**config.mk**
```make
export PLATFORM = sky130hd
export DESIGN_NAME = tlc_top
export DESIGN_NICKNAME = d
export VERILOG_FILES = /design/src/core/tlc_pkg.sv /design/src/core/tlc_edge_gap.sv /design/src/core/tlc_top.sv
export SDC_FILE = /design/constraint.sdc
export NUM_CORES = 2
export LEC_CHECK = 0
export ABC_AREA = 1
export BUFFER_PORTS_ARGS = -buffer_cell sky130_fd_sc_hd__clkbuf_2
export CORE_MARGIN = 5
export CORE_UTILIZATION = 60
export DETAILED_ROUTE_END_ITERATION = 7
export PLACE_DENSITY = 0.83
export RECOVER_POWER = 25
export SLEW_MARGIN = 20
export SYNTH_ARGS = -nofsm -noshare
export SYNTH_HDL_FRONTEND = slang
export SYNTH_HIERARCHICAL = 1
export SYNTH_SLANG_ARGS = --single-unit
export TNS_END_PERCENT = 10
```
**constraint.sdc**
```tcl
create_clock -name CLK -period 3.4 [get_ports CLK]
set_input_delay 0.17 -clock CLK [delete_from_list [all_inputs] [get_ports CLK]]
set_output_delay 0.17 -clock CLK [all_outputs]
set_load 0.005 [all_outputs]
```
**src/core/tlc_pkg.sv**
```systemverilog
// Overview of operation
// - receive test clock output is a buffered copy of the selected receive clock; here it is resampled on CLK and lags three cycles.
// - receive test outputs float whenever the receive test enable is low.
// - transmit links served by fixed priority, link 0 highest, link 31 lowest.
// - each transmit data output changes only on its own clock's falling edge.
// - channelised links find the clock gap and derive time-slot alignment from it.
// - links 3 to 31 accept 50 percent duty clocks from 0 to 10 MHz.
// - links 0 to 2 accept 50 percent duty clocks from 0 to 52 MHz.
// - receive test data updates on the falling edge of the receive test clock.
package tlc_pkg;
  localparam int TLC_LINKS = 32;
  localparam int TLC_SEL_W = 5;
  localparam int TLC_CNT_W = 8;
  // timing figures in their own units
  localparam int TLC_CLK_PERIOD_PS = 5000;
  localparam int TLC_FAST_MAX_MHZ = 52;
  localparam int TLC_SLOW_MAX_MHZ = 10;
  localparam int TLC_FAST_LINKS = 3;
  // shortest half period of a link clock in core cycles, rounded down
  localparam int TLC_FAST_HALF_CYC = (1000000 / (2 * TLC_FAST_MAX_MHZ)) / TLC_CLK_PERIOD_PS;
  localparam int TLC_SLOW_HALF_CYC = (1000000 / (2 * TLC_SLOW_MAX_MHZ)) / TLC_CLK_PERIOD_PS;
  // reset values and counter ceiling
  localparam logic [TLC_LINKS-1:0] TLC_LINK_RST = 32'h0000_0000;
  localparam logic [TLC_CNT_W-1:0] TLC_CNT_RST = 8'h00;
  localparam logic [TLC_CNT_W-1:0] TLC_CNT_MAX = 8'hff;
endpackage

```
**src/core/tlc_edge_gap.sv**
```systemverilog
`timescale 1ns/1ps
// synchronises one link clock, finds its edges and spots gaps in it
module tlc_edge_gap
  import tlc_pkg::*;
(
  input wire logic clk,
  input wire logic reset_n,
  input wire logic line_clk,
  output logic rise,
  output logic fall,
  output logic gap
);
  typedef struct packed {
    logic s1;
    logic s2;
    logic s3;
    logic seen;
    logic [TLC_CNT_W-1:0] cnt;
    logic [TLC_CNT_W-1:0] last;
    logic rise;
    logic fall;
    logic gap;
  } tlc_eg_t;

  tlc_eg_t st_r;
  tlc_eg_t st_nxt;
  logic [TLC_CNT_W:0] thresh;

  // a gap is a rise-to-rise interval over one and a half normal periods
  always_comb begin
    st_nxt = st_r;
    thresh = {1'b0, st_r.last} + {2'b00, st_r.last[TLC_CNT_W-1:1]};
    st_nxt.s1 = line_clk;
    st_nxt.s2 = st_r.s1;
    st_nxt.s3 = st_r.s2;
    st_nxt.rise = st_r.s2 & ~st_r.s3;
    st_nxt.fall = ~st_r.s2 & st_r.s3;
    st_nxt.gap = 1'b0;
    if (st_r.s2 & ~st_r.s3) begin
      st_nxt.seen = 1'b1;
      st_nxt.cnt = TLC_CNT_RST;
      // reset to first rise is no clock period, so it is never kept as reference
      if (st_r.seen) begin
        // the first full period has no reference either, so no gap is claimed
        st_nxt.gap = (st_r.last != TLC_CNT_RST) && ({1'b0, st_r.cnt} > thresh);
        st_nxt.last = st_r.cnt;
      end
    end else if (st_r.cnt != TLC_CNT_MAX) begin
      // saturates so a stopped clock reads as one long gap
      st_nxt.cnt = st_r.cnt + 8'h01;
    end
  end

  always_ff @(posedge clk or negedge reset_n) begin
    if (!reset_n) begin
      st_r <= '0;
    end else begin
      st_r <= st_nxt;
    end
  end

  assign rise = st_r.rise;
  assign fall = st_r.fall;
  assign gap = st_r.gap;

  a_gap_on_rise: assert property (@(posedge clk) disable iff (!reset_n)
    gap |-> rise) else $error("gap flagged without a clock rise");
endmodule

```
**src/core/tlc_top.sv**
```systemverilog
`timescale 1ns/1ps
// transmit link clocking front end with receive test clock output
module tlc_top
  import tlc_pkg::*;
(
  input wire logic CLK,
  input wire logic RESET_N,
  input wire logic [TLC_LINKS-1:0] TX_LINE_CLOCK,
  input wire logic [TLC_LINKS-1:0] TX_CHANNELISED,
  input wire logic TX_SERVICE_DATA,
  output logic [TLC_LINKS-1:0] TX_LINE_DATA,
  output logic TX_SERVICE_REQ,
  output logic [TLC_SEL_W-1:0] TX_SERVICE_LINK,
  output logic TX_SERVICE_FRAME_START,
  input wire logic [TLC_LINKS-1:0] RX_LINE_CLOCK,
  input wire logic [TLC_LINKS-1:0] RX_LINE_DATA,
  input wire logic [TLC_SEL_W-1:0] RX_TEST_SELECT,
  input wire logic RX_TEST_OUTPUT_ENABLE,
  output logic RX_TEST_CLOCK_OUT,
  output logic RX_TEST_CLOCK_OE,
  output logic RX_TEST_DATA_OUT,
  output logic RX_TEST_DATA_OE
);
  typedef struct packed {
    logic [TLC_LINKS-1:0] pending;
    logic [TLC_LINKS-1:0] fs_pend;
    logic [TLC_LINKS-1:0] staging;
    logic [TLC_LINKS-1:0] txd;
    logic req;
    logic [TLC_SEL_W-1:0] link;
    logic fs;
    logic [TLC_LINKS-1:0] rxc1;
    logic [TLC_LINKS-1:0] rxc2;
    logic [TLC_LINKS-1:0] rxd1;
    logic [TLC_LINKS-1:0] rxd2;
    logic rclk_out;
    logic rdat;
    logic roe;
  } tlc_st_t;

  tlc_st_t st_r;
  tlc_st_t st_nxt;
  logic [TLC_LINKS-1:0] rise_v;
  logic [TLC_LINKS-1:0] fall_v;
  logic [TLC_LINKS-1:0] gap_v;
  logic found;
  logic [TLC_SEL_W-1:0] win;
  logic rx_clk_sel;
  logic rx_dat_sel;

  // lowest set bit wins, so link 0 always goes first
  function automatic logic [TLC_SEL_W:0] tlc_first_set(input logic [TLC_LINKS-1:0] v);
    logic [TLC_SEL_W:0] r;
    r = '0;
    for (int i = TLC_LINKS - 1; i >= 0; i--) begin
      if (v[i]) begin
        r = {1'b1, i[TLC_SEL_W-1:0]};
      end
    end
    return r;
  endfunction

  // picks one link's bit out of a per-link vector
  function automatic logic tlc_bit_at(input logic [TLC_LINKS-1:0] v,
    input logic [TLC_SEL_W-1:0] idx);
    return v[idx];
  endfunction

  // the select mux reads only second-stage flops, never a raw pin
  assign rx_clk_sel = st_r.rxc2[RX_TEST_SELECT];
  assign rx_dat_sel = st_r.rxd2[RX_TEST_SELECT];

  // one synchroniser and gap finder per transmit link clock
  genvar g;
  generate
    for (g = 0; g < TLC_LINKS; g++) begin : g_link
      tlc_edge_gap u_eg (
        .clk(CLK),
        .reset_n(RESET_N),
        .line_clk(TX_LINE_CLOCK[g]),
        .rise(rise_v[g]),
        .fall(fall_v[g]),
        .gap(gap_v[g])
      );
    end
  endgenerate

  always_comb begin
    st_nxt = st_r;
    {found, win} = tlc_first_set(st_r.pending);
    // grant one link per cycle in fixed priority order
    st_nxt.req = found;
    st_nxt.link = win;
    st_nxt.fs = found & st_r.fs_pend[win];
    // a rise asking for the next bit wins over the grant that clears it
    st_nxt.pending = st_r.pending;
    st_nxt.fs_pend = st_r.fs_pend;
    if (found) begin
      st_nxt.pending[win] = 1'b0;
      st_nxt.fs_pend[win] = 1'b0;
    end
    st_nxt.pending = st_nxt.pending | rise_v;
    // the bit after a gap on a channelised link opens the frame
    st_nxt.fs_pend = st_nxt.fs_pend | (rise_v & gap_v & TX_CHANNELISED);
    // the frame engine answers the grant in the same cycle
    if (st_r.req) begin
      st_nxt.staging[st_r.link] = TX_SERVICE_DATA;
    end
    // staged bit reaches the pin only on that link's falling edge
    for (int i = 0; i < TLC_LINKS; i++) begin
      if (fall_v[i]) begin
        st_nxt.txd[i] = st_r.staging[i];
      end
    end
    // every receive pin is synchronised before the mux picks one: more flops,
    // but no line clock or data pin reaches logic unsynchronised
    st_nxt.rxc1 = RX_LINE_CLOCK;
    st_nxt.rxc2 = st_r.rxc1;
    st_nxt.rxd1 = RX_LINE_DATA;
    st_nxt.rxd2 = st_r.rxd1;
    st_nxt.rclk_out = rx_clk_sel;
    // data moves with the falling edge of the copied clock
    if (~rx_clk_sel & st_r.rclk_out) begin
      st_nxt.rdat = rx_dat_sel;
    end
    st_nxt.roe = RX_TEST_OUTPUT_ENABLE;
  end

  always_ff @(posedge CLK or negedge RESET_N) begin
    if (!RESET_N) begin
      st_r <= '0;
    end else begin
      st_r <= st_nxt;
    end
  end

  assign TX_LINE_DATA = st_r.txd;
  assign TX_SERVICE_REQ = st_r.req;
  assign TX_SERVICE_LINK = st_r.link;
  assign TX_SERVICE_FRAME_START = st_r.fs;
  assign RX_TEST_CLOCK_OUT = st_r.rclk_out;
  assign RX_TEST_CLOCK_OE = st_r.roe;
  assign RX_TEST_DATA_OUT = st_r.rdat;
  assign RX_TEST_DATA_OE = st_r.roe;

  // receive test pins: a delayed copy of the selected pins, both enables equal
  a_rx_clock_copy: assert property (@(posedge CLK) disable iff (!RESET_N)
    $rose(rx_clk_sel) |=> RX_TEST_CLOCK_OUT) else $error("test clock did not follow rise");
  a_rx_clock_hiz: assert property (@(posedge CLK) disable iff (!RESET_N)
    !RX_TEST_OUTPUT_ENABLE |=> !RX_TEST_CLOCK_OE) else $error("test clock driven when disabled");
  a_rx_data_hiz: assert property (@(posedge CLK) disable iff (!RESET_N)
    RX_TEST_DATA_OE == RX_TEST_CLOCK_OE) else $error("test data enable differs from clock");
  a_prio_lowest: assert property (@(posedge CLK) disable iff (!RESET_N)
    TX_SERVICE_REQ |-> (($past(st_r.pending) & ((32'h1 << TX_SERVICE_LINK) - 32'h1)) == '0))
    else $error("lower numbered link was waiting");
  a_link0_served: assert property (@(posedge CLK) disable iff (!RESET_N)
    rise_v[0] |-> ##2 (TX_SERVICE_REQ && TX_SERVICE_LINK == 5'h00))
    else $error("link 0 not served two cycles after rise");
  a_txd_on_fall: assert property (@(posedge CLK) disable iff (!RESET_N)
    ((TX_LINE_DATA ^ $past(TX_LINE_DATA)) & ~$past(fall_v)) == '0)
    else $error("transmit data moved without a falling edge");
  a_frame_chan: assert property (@(posedge CLK) disable iff (!RESET_N)
    TX_SERVICE_FRAME_START |-> TX_SERVICE_REQ && tlc_bit_at($past(st_r.fs_pend), TX_SERVICE_LINK))
    else $error("frame start without a gap on that link");
  a_rx_data_fall: assert property (@(posedge CLK) disable iff (!RESET_N)
    $changed(RX_TEST_DATA_OUT) |-> $fell(RX_TEST_CLOCK_OUT))
    else $error("test data changed off the falling edge");
  a_rx_clock_lag: assert property (@(posedge CLK) disable iff (!RESET_N)
    RX_TEST_CLOCK_OUT == $past(rx_clk_sel))
    else $error("test clock is not the selected clock");
  a_rx_oe_on: assert property (@(posedge CLK) disable iff (!RESET_N)
    RX_TEST_OUTPUT_ENABLE |=> RX_TEST_CLOCK_OE)
    else $error("test clock not driven when enabled");
  a_rx_data_copy: assert property (@(posedge CLK) disable iff (!RESET_N)
    $fell(RX_TEST_CLOCK_OUT) |-> RX_TEST_DATA_OUT == $past(rx_dat_sel))
    else $error("test data is not the selected data");

  // service timing in core cycles: pin rise at c0, rise pulse at c3, pending at c4,
  // grant at c5 with the engine's bit, staged at c6; a fall sends what is staged
  // then, so a link whose high phase is under about three cycles sends each bit
  // one period late. that is why the fast links belong on the low numbers.
  a_grant_pending: assert property (@(posedge CLK) disable iff (!RESET_N)
    TX_SERVICE_REQ |-> tlc_bit_at($past(st_r.pending), TX_SERVICE_LINK))
    else $error("grant for a link that was not waiting");
  a_pending_granted: assert property (@(posedge CLK) disable iff (!RESET_N)
    (st_r.pending != '0) |=> TX_SERVICE_REQ)
    else $error("waiting link not granted next cycle");
  a_idle_no_grant: assert property (@(posedge CLK) disable iff (!RESET_N)
    (st_r.pending == '0) |=> !TX_SERVICE_REQ)
    else $error("grant with no link waiting");
  a_rise_sets_pend: assert property (@(posedge CLK) disable iff (!RESET_N)
    ($past(rise_v) & ~st_r.pending) == '0)
    else $error("clock rise lost before its grant");
  a_grant_clears_pend: assert property (@(posedge CLK) disable iff (!RESET_N)
    TX_SERVICE_REQ |-> tlc_bit_at(st_r.pending, TX_SERVICE_LINK) ==
    tlc_bit_at($past(rise_v), TX_SERVICE_LINK))
    else $error("granted link still waiting without a new rise");

  // the granted bit is staged and then leaves only on a falling edge
  a_stage_capture: assert property (@(posedge CLK) disable iff (!RESET_N)
    TX_SERVICE_REQ |=> tlc_bit_at(st_r.staging, $past(TX_SERVICE_LINK)) ==
    $past(TX_SERVICE_DATA))
    else $error("service bit not staged for its link");
  a_txd_from_stage: assert property (@(posedge CLK) disable iff (!RESET_N)
    ($past(fall_v) & (TX_LINE_DATA ^ $past(st_r.staging))) == '0)
    else $error("falling edge did not send the staged bit");

  // frame marks come from gaps on channelised links only
  a_fs_after_gap: assert property (@(posedge CLK) disable iff (!RESET_N)
    ($past(rise_v & gap_v & TX_CHANNELISED) & ~st_r.fs_pend) == '0)
    else $error("gap on a channelised link not remembered");
  a_fs_chan_only: assert property (@(posedge CLK) disable iff (!RESET_N)
    (st_r.fs_pend & ~$past(st_r.fs_pend) & ~$past(TX_CHANNELISED)) == '0)
    else $error("frame mark raised on an unchannelised link");
  a_frame_granted: assert property (@(posedge CLK) disable iff (!RESET_N)
    TX_SERVICE_REQ |-> TX_SERVICE_FRAME_START ==
    tlc_bit_at($past(st_r.fs_pend), TX_SERVICE_LINK))
    else $error("frame start does not match the waiting mark");
endmodule

```
* After elaboration in Yosys (flattened, before gate mapping) *
Index checks and enable logic that the tools add are counted.

word-level totals
  flip-flop bits (word level) = 1002
  bits of input ports = 137
  output and inout port bits = 43
  logic and storage cells = 906

operators by class
  $add $sub $neg = 64
  magnitude comparators = 37
  equal/unequal tests = 32
  multiplexer cells = 172
  bitwise gates (word level) = 138
  reduce and logical (&&, ||, !) cells = 130

operators with widths
  operator                                                                      count
  8-bit 2-to-1 mux                                                              64
  8-bit by 7-bit adder with 9-bit output                                        32
  8-bit by 9-bit greater-than comparator with 1-bit output                      32
  8-bit by 1-bit adder with 8-bit output, second input constant                 32
  8-bit inequality test, second input constant                                  32
  8-bit nonzero test                                                            32
  6-bit 2-to-1 mux                                                              32
  32-bit AND                                                                    4
  1-bit 2-to-1 mux                                                              69
  1-bit AND                                                                     66
  1-bit NOT                                                                     65
  64-bit 2-to-1 mux                                                             1
  32-bit bitwise OR                                                             2
  2-bit AND reduction                                                           32
  2-bit nonzero test                                                            32
  1-bit logical AND                                                             34
  32-bit bitwise mux                                                            1
  32-bit NOT                                                                    1
  5-bit by 6-bit less-than comparator with 1-bit output, second input constant  3
  1-bit binary-select mux with 5-bit select                                     3
  1-bit demux with 5-bit select                                                 2
  5-bit by 1-bit >= comparator with 1-bit output, second input constant         2

* Depth between registers and ports, before layout *
  word-level depth = 40
  depth in mapped cells = 40
  depth with buffers taken out = 40

* Hierarchy *
Netlist, hierarchy kept.

modules (own cells, without submodules)
  module                             instances  cells an instance  area each (µm²)  sequential area each (µm²)
  tlc_edge_gap (g_link[0].u_eg ...)  31         162                1436.4           575.6
  tlc_top                            1          929                10198.5          6656.4
  tlc_edge_gap (g_link[2].u_eg)      1          167                1458.9           575.6

* Least setup slack after synthesis *
OpenSTA, ideal clock, no wires.

  path type = register -> register
  from = register st_r[264] (netlist name)
  to = register st_r, in the netlist TX_SERVICE_FRAME_START
  library setup time = 0.113 ns
  arrival time = 2.392 ns
  required time = 3.287 ns
  path slack = 0.895 ns
  stages on the path, launching flop included = 41
  buffers on the path = 0
  period minus slack after synthesis = 2.505 ns
  cells stage by stage = dfrtp_1 -> inv_1 -> nand2_1 -> nand2_1 -> nand2_1 -> nand2_1 -> nand2_1 -> nand2_1 -> nand2_1 -> nand2_1 -> nand2_1 -> nand2_1 -> nand2_1 -> nand2_1 -> nand2_1 -> nand2_1 -> nand2_1 -> nand2_1 -> (+5 left out) -> nand2_1 -> nand2_1 -> nand2_1 -> nand2_1 -> nand2_1 -> nand2_2 -> nand2_4 -> nand2_8 -> nand2_8 -> nand2_8 -> nor2_8 -> nand2_2 -> nand3b_1 -> nand2_1 -> nand2_1 -> nor2_1 -> nand2_1 -> inv_1

RTL lines
  element               line            text
  to (signal assigned)  tlc_top.sv:133  st_r <= st_nxt;
  to (decl)             tlc_top.sv:41   tlc_st_t st_r;

==> Implementation_results.wiki <==
{| class="wikitable"
! Metric !! Value
|-
| Category of the most critical setup path || reg2reg
|-
| Clock period minus worst slack || 3.06 ns
|-
| Detailed Route Iter0 Violations || 3379
|-
| Post-synth EDFFs || 0
|-
| Cell at the root of the clock tree || clkbuf_16
|-
| Cell Pwr Density || roughly 630 nW/um^2
|-
| Count of standard-cell rows || 112
|-
| Worst setup slack after layout || 0.341 ns
|-
| Flop and latch count out of synthesis || 1002
|-
| Number of max-cap violations || 1
|-
| Hold slack || ~0.14 ns
|-
| Aggregate global-route resource usage || 0.262
|-
| Detailed-router iteration count before antenna repair || 5
|-
| Cell Count, Final, Fillers Out || 7847
|-
| Failing checks || capacitance limit, slew limit
|-
| Worst skew pair latency || 0.67 ns
|-
| CTS Buf Count || approximately 110
|-
| Post-placement setup slack || 0.329 ns
|-
| Routed wire length || 131000 um
|-
| Share of the core filled with cells in the final layout || 0.683
|-
| Std-Cell Core Area || 93200 um^2
|-
| Leakage power total || 31.7 nW
|-
| Width of the chip || 316 um
|-
| Most used standard cell by instance count after synthesis || nand2_1
|-
| Clock-pin slew of the registers on the worst-case setup and hold paths || 0.06 ns
|-
| Async set or reset register ratio after synthesis || 1.00
|-
| TritonCTS sink count || 1002
|-
| Via count normalized by instance count || about 5.5
|-
| Largest vdd supply drop || 0.000570 V
|-
| Worst path required time || 3.94 ns
|-
| Largest net degree at the start of global routing || 89
|-
| Area added between synthesis and finish || 13.2%
|-
| Sequential-to-total area share from yosys stat || 0.446
|-
| Overflow left after global routing || 0
|-
| CP Data Arrival Time || 3.60 ns
|-
| Post-Synthesis Cells || 6118
|-
| Count of buffers from port buffering || 179
|-
| Final setup violation count || 0
|-
| Total count of max-transition violations in the final report || 78
|-
| Number of placed instances, taps included || roughly 7500
|-
| TritonCTS clock tree || yes
|-
| Effective utilization at floorplan || 0.603
|-
| Type of the tightest min-delay check || in2reg
|-
| Global-route wire length before repair || 217000 um
|-
| Unrepaired setup endpoints after global routing || no
|-
| Final setup skew || 0.0213 ns
|-
| Leading post-synthesis cells by instance count || nand2_1, dfrtp_1, inv_1, ha_1, o21ai_0
|-
| Detailed placement HPWL || 89900 um
|-
| Average wire per standard cell || 16.7 um
|-
| Number of primary I/O pins || 180
|-
| DIE AREA || 99900 um^2
|-
| Final Net Count || roughly 7300
|-
| Fraction of post-synthesis cell area in the top cell type by area || 0.446
|-
| Syn Nets || 6959
|-
| H-tree Lvls || 3
|-
| Avg Inst Size Synth || 9.18 um^2
|-
| Via count of the first global-routing pass || 44016
|-
| Total number of vias || 43233
|-
| Fin. Hold Viols || 0
|-
| Cell repeated most along the worst path || nand2_1
|-
| RePlAce Congestion || 0.918
|-
| Kind of end point of the critical path || flop
|-
| DRC Markers || 0
|-
| Post-synthesis cell area || around 56000 um^2
|-
| Largest cells by area after synthesis || dfrtp_1, ha_1, nand2_1
|-
| Final period utilization || 0.900
|-
| Yosys warns || 6
|-
| Category of the worst setup path launch point || flop
|-
| Initial antenna violation count || 10
|-
| Number of nets with antenna violations after routing || 0
|-
| Worst path max stage delay || 0.37 ns
|-
| Worst max-slew margin expressed relative to the limit || -0.643
|-
| Max clock buf depth || 3
|-
| Highest fanout seen on the critical path || 10
|-
| Sum of negative setup slack || 0 ns
|-
| Measured slew at the worst slew-check pin || approximately 2.5 ns
|-
| DIE HEIGHT || 316 um
|-
| Netlist cell types || 45
|-
| Cell type contributing the most total cell area after synthesis || dfrtp_1
|-
| Achievable clock frequency || between 300 and 400 MHz
|-
| Cell at the slowest stage of the critical path || dfrtp_1
|-
| Run status || finished, violations left
|-
| Ratio of cells with drive above 1 in the final layout || 0.0901
|-
| Most instantiated flip-flop cell in the synthesis netlist || dfrtp_1
|}
cells by family (layout without fill, tap and decap cells):
logic type / after synthesis / after routing / synth area share
flops: 1002 / 1002 / 0.446
xor+xnor: 286 / 286 / 0.0446
buf+inv: 1000 / 1466 / 0.0702
mux: 32 / 32 / 0.00641
compound gates: 1051 / 1051 / 0.101
fa+ha+maj: 704 / 704 / 0.161
simple gates: 2043 / 2044 / 0.170
other cells: 0 / 8 / 0
final timing paths:
path	startpoint	end	slack, ns	cells after the start
min in group asynchronous	RESET_N	g_link[6].u_eg/st_r[4]	0.79	2
max reg2reg	st_r[264]	st_r[258]	0.34	37
max in group asynchronous	RESET_N	RX_TEST_CLOCK_OE	0.71	3
min	TX_SERVICE_DATA	st_r[196]	0.14	4
min reg2reg	g_link[2].u_eg/st_nxt[21]	g_link[2].u_eg/st_nxt[20]	0.35	0
max	st_r[264]	st_r[258]	0.34	37
area by class of cell:
type                    count  area [um^2]
clock inverters            49          591
repair buffers            362         2730
inverters                 908         3410
multi-input cells        4117        27100
diodes                      8         20.0
well taps                1254         1570
clock buffers             147         3080
flip-flops and latches   1002        25100
fillers                  6745        29600
layer usage:
layer  track usage  vias up  wire [um]  part of all wire
met5             0        -          7          0.000054
met4        0.0995        2       5050             0.039
met3        0.0433      357       6810             0.052
met2         0.441     1120      62900              0.48
met1         0.345    20920      56000              0.43
li1              -    20834          -                 -
report_power, final:
group,switching [mW],internal [mW],total [mW],leakage (nW)
clock network,4.94,7.18,12.1,1.80
logic,7.57,5.10,12.7,17.6
registers,1.76,13.5,15.3,12.3
what timing repair did:
| item | CTS | global route |
|---|---|---|
| hold buffers | 133 | 0 |
| gates resized for setup | 0 | 1 |
| buffers inserted | 0 | 5 |
| hold endpoints to repair | 261 | 0 |
| setup endpoints to repair | 0 | 4 |
through the flow:
stage	total power [mW]	instance area, um^2
after CTS	40.0	63700
final	40.1	63600
after detailed placement	27.5	58700
after global placement	26.8	58700
after floorplan	24.1	56200
after global routing	42.9	63600
sequential cells by signal (all words and copies together) (netlist names):
signal and flops:
g_link.u_eg/rise 32, RX_TEST_CLOCK_OE 1, st_nxt 64, g_link.u_eg/st_nxt 64, g_link.u_eg/gap 32, RX_TEST_DATA_OUT 1, st_r 160, TX_SERVICE_REQ 1
TX_LINE_DATA 32, TX_SERVICE_LINK 5, g_link.u_eg/st_r 576, TX_SERVICE_FRAME_START 1, g_link.u_eg/fall 32, RX_TEST_CLOCK_OUT 1
worst max-delay path, delay by kind of cell (launching register included):
kind	cells	cell delay [ns]
AO/OA/AOI/OAI	1	0.09
buffers and inverters	3	0.24
flip-flops	1	0.37
AND/OR/NAND/NOR	33	2.19
placed cells by master, fill, tap and decap left out, types with 32 or more instances in the layout:
master,instances
a21oi_1,292
a31oi_1,94
and3_1,32
buf_4,36
clkbuf_1,45
clkbuf_16,109
clkbuf_2,151
dfrtp_1,1002
dlygate4sd3_1,133
fa_1,32
ha_1,672
inv_1,870
inv_2,35
nand2_1,1262
nand3_1,258
nand3b_1,34
nand4_1,109
nor2_1,190
nor2_2,32
nor2_4,33
o21ai_0,546
xnor2_1,127
xor2_1,159
Power figures use the tool's default switching activity.
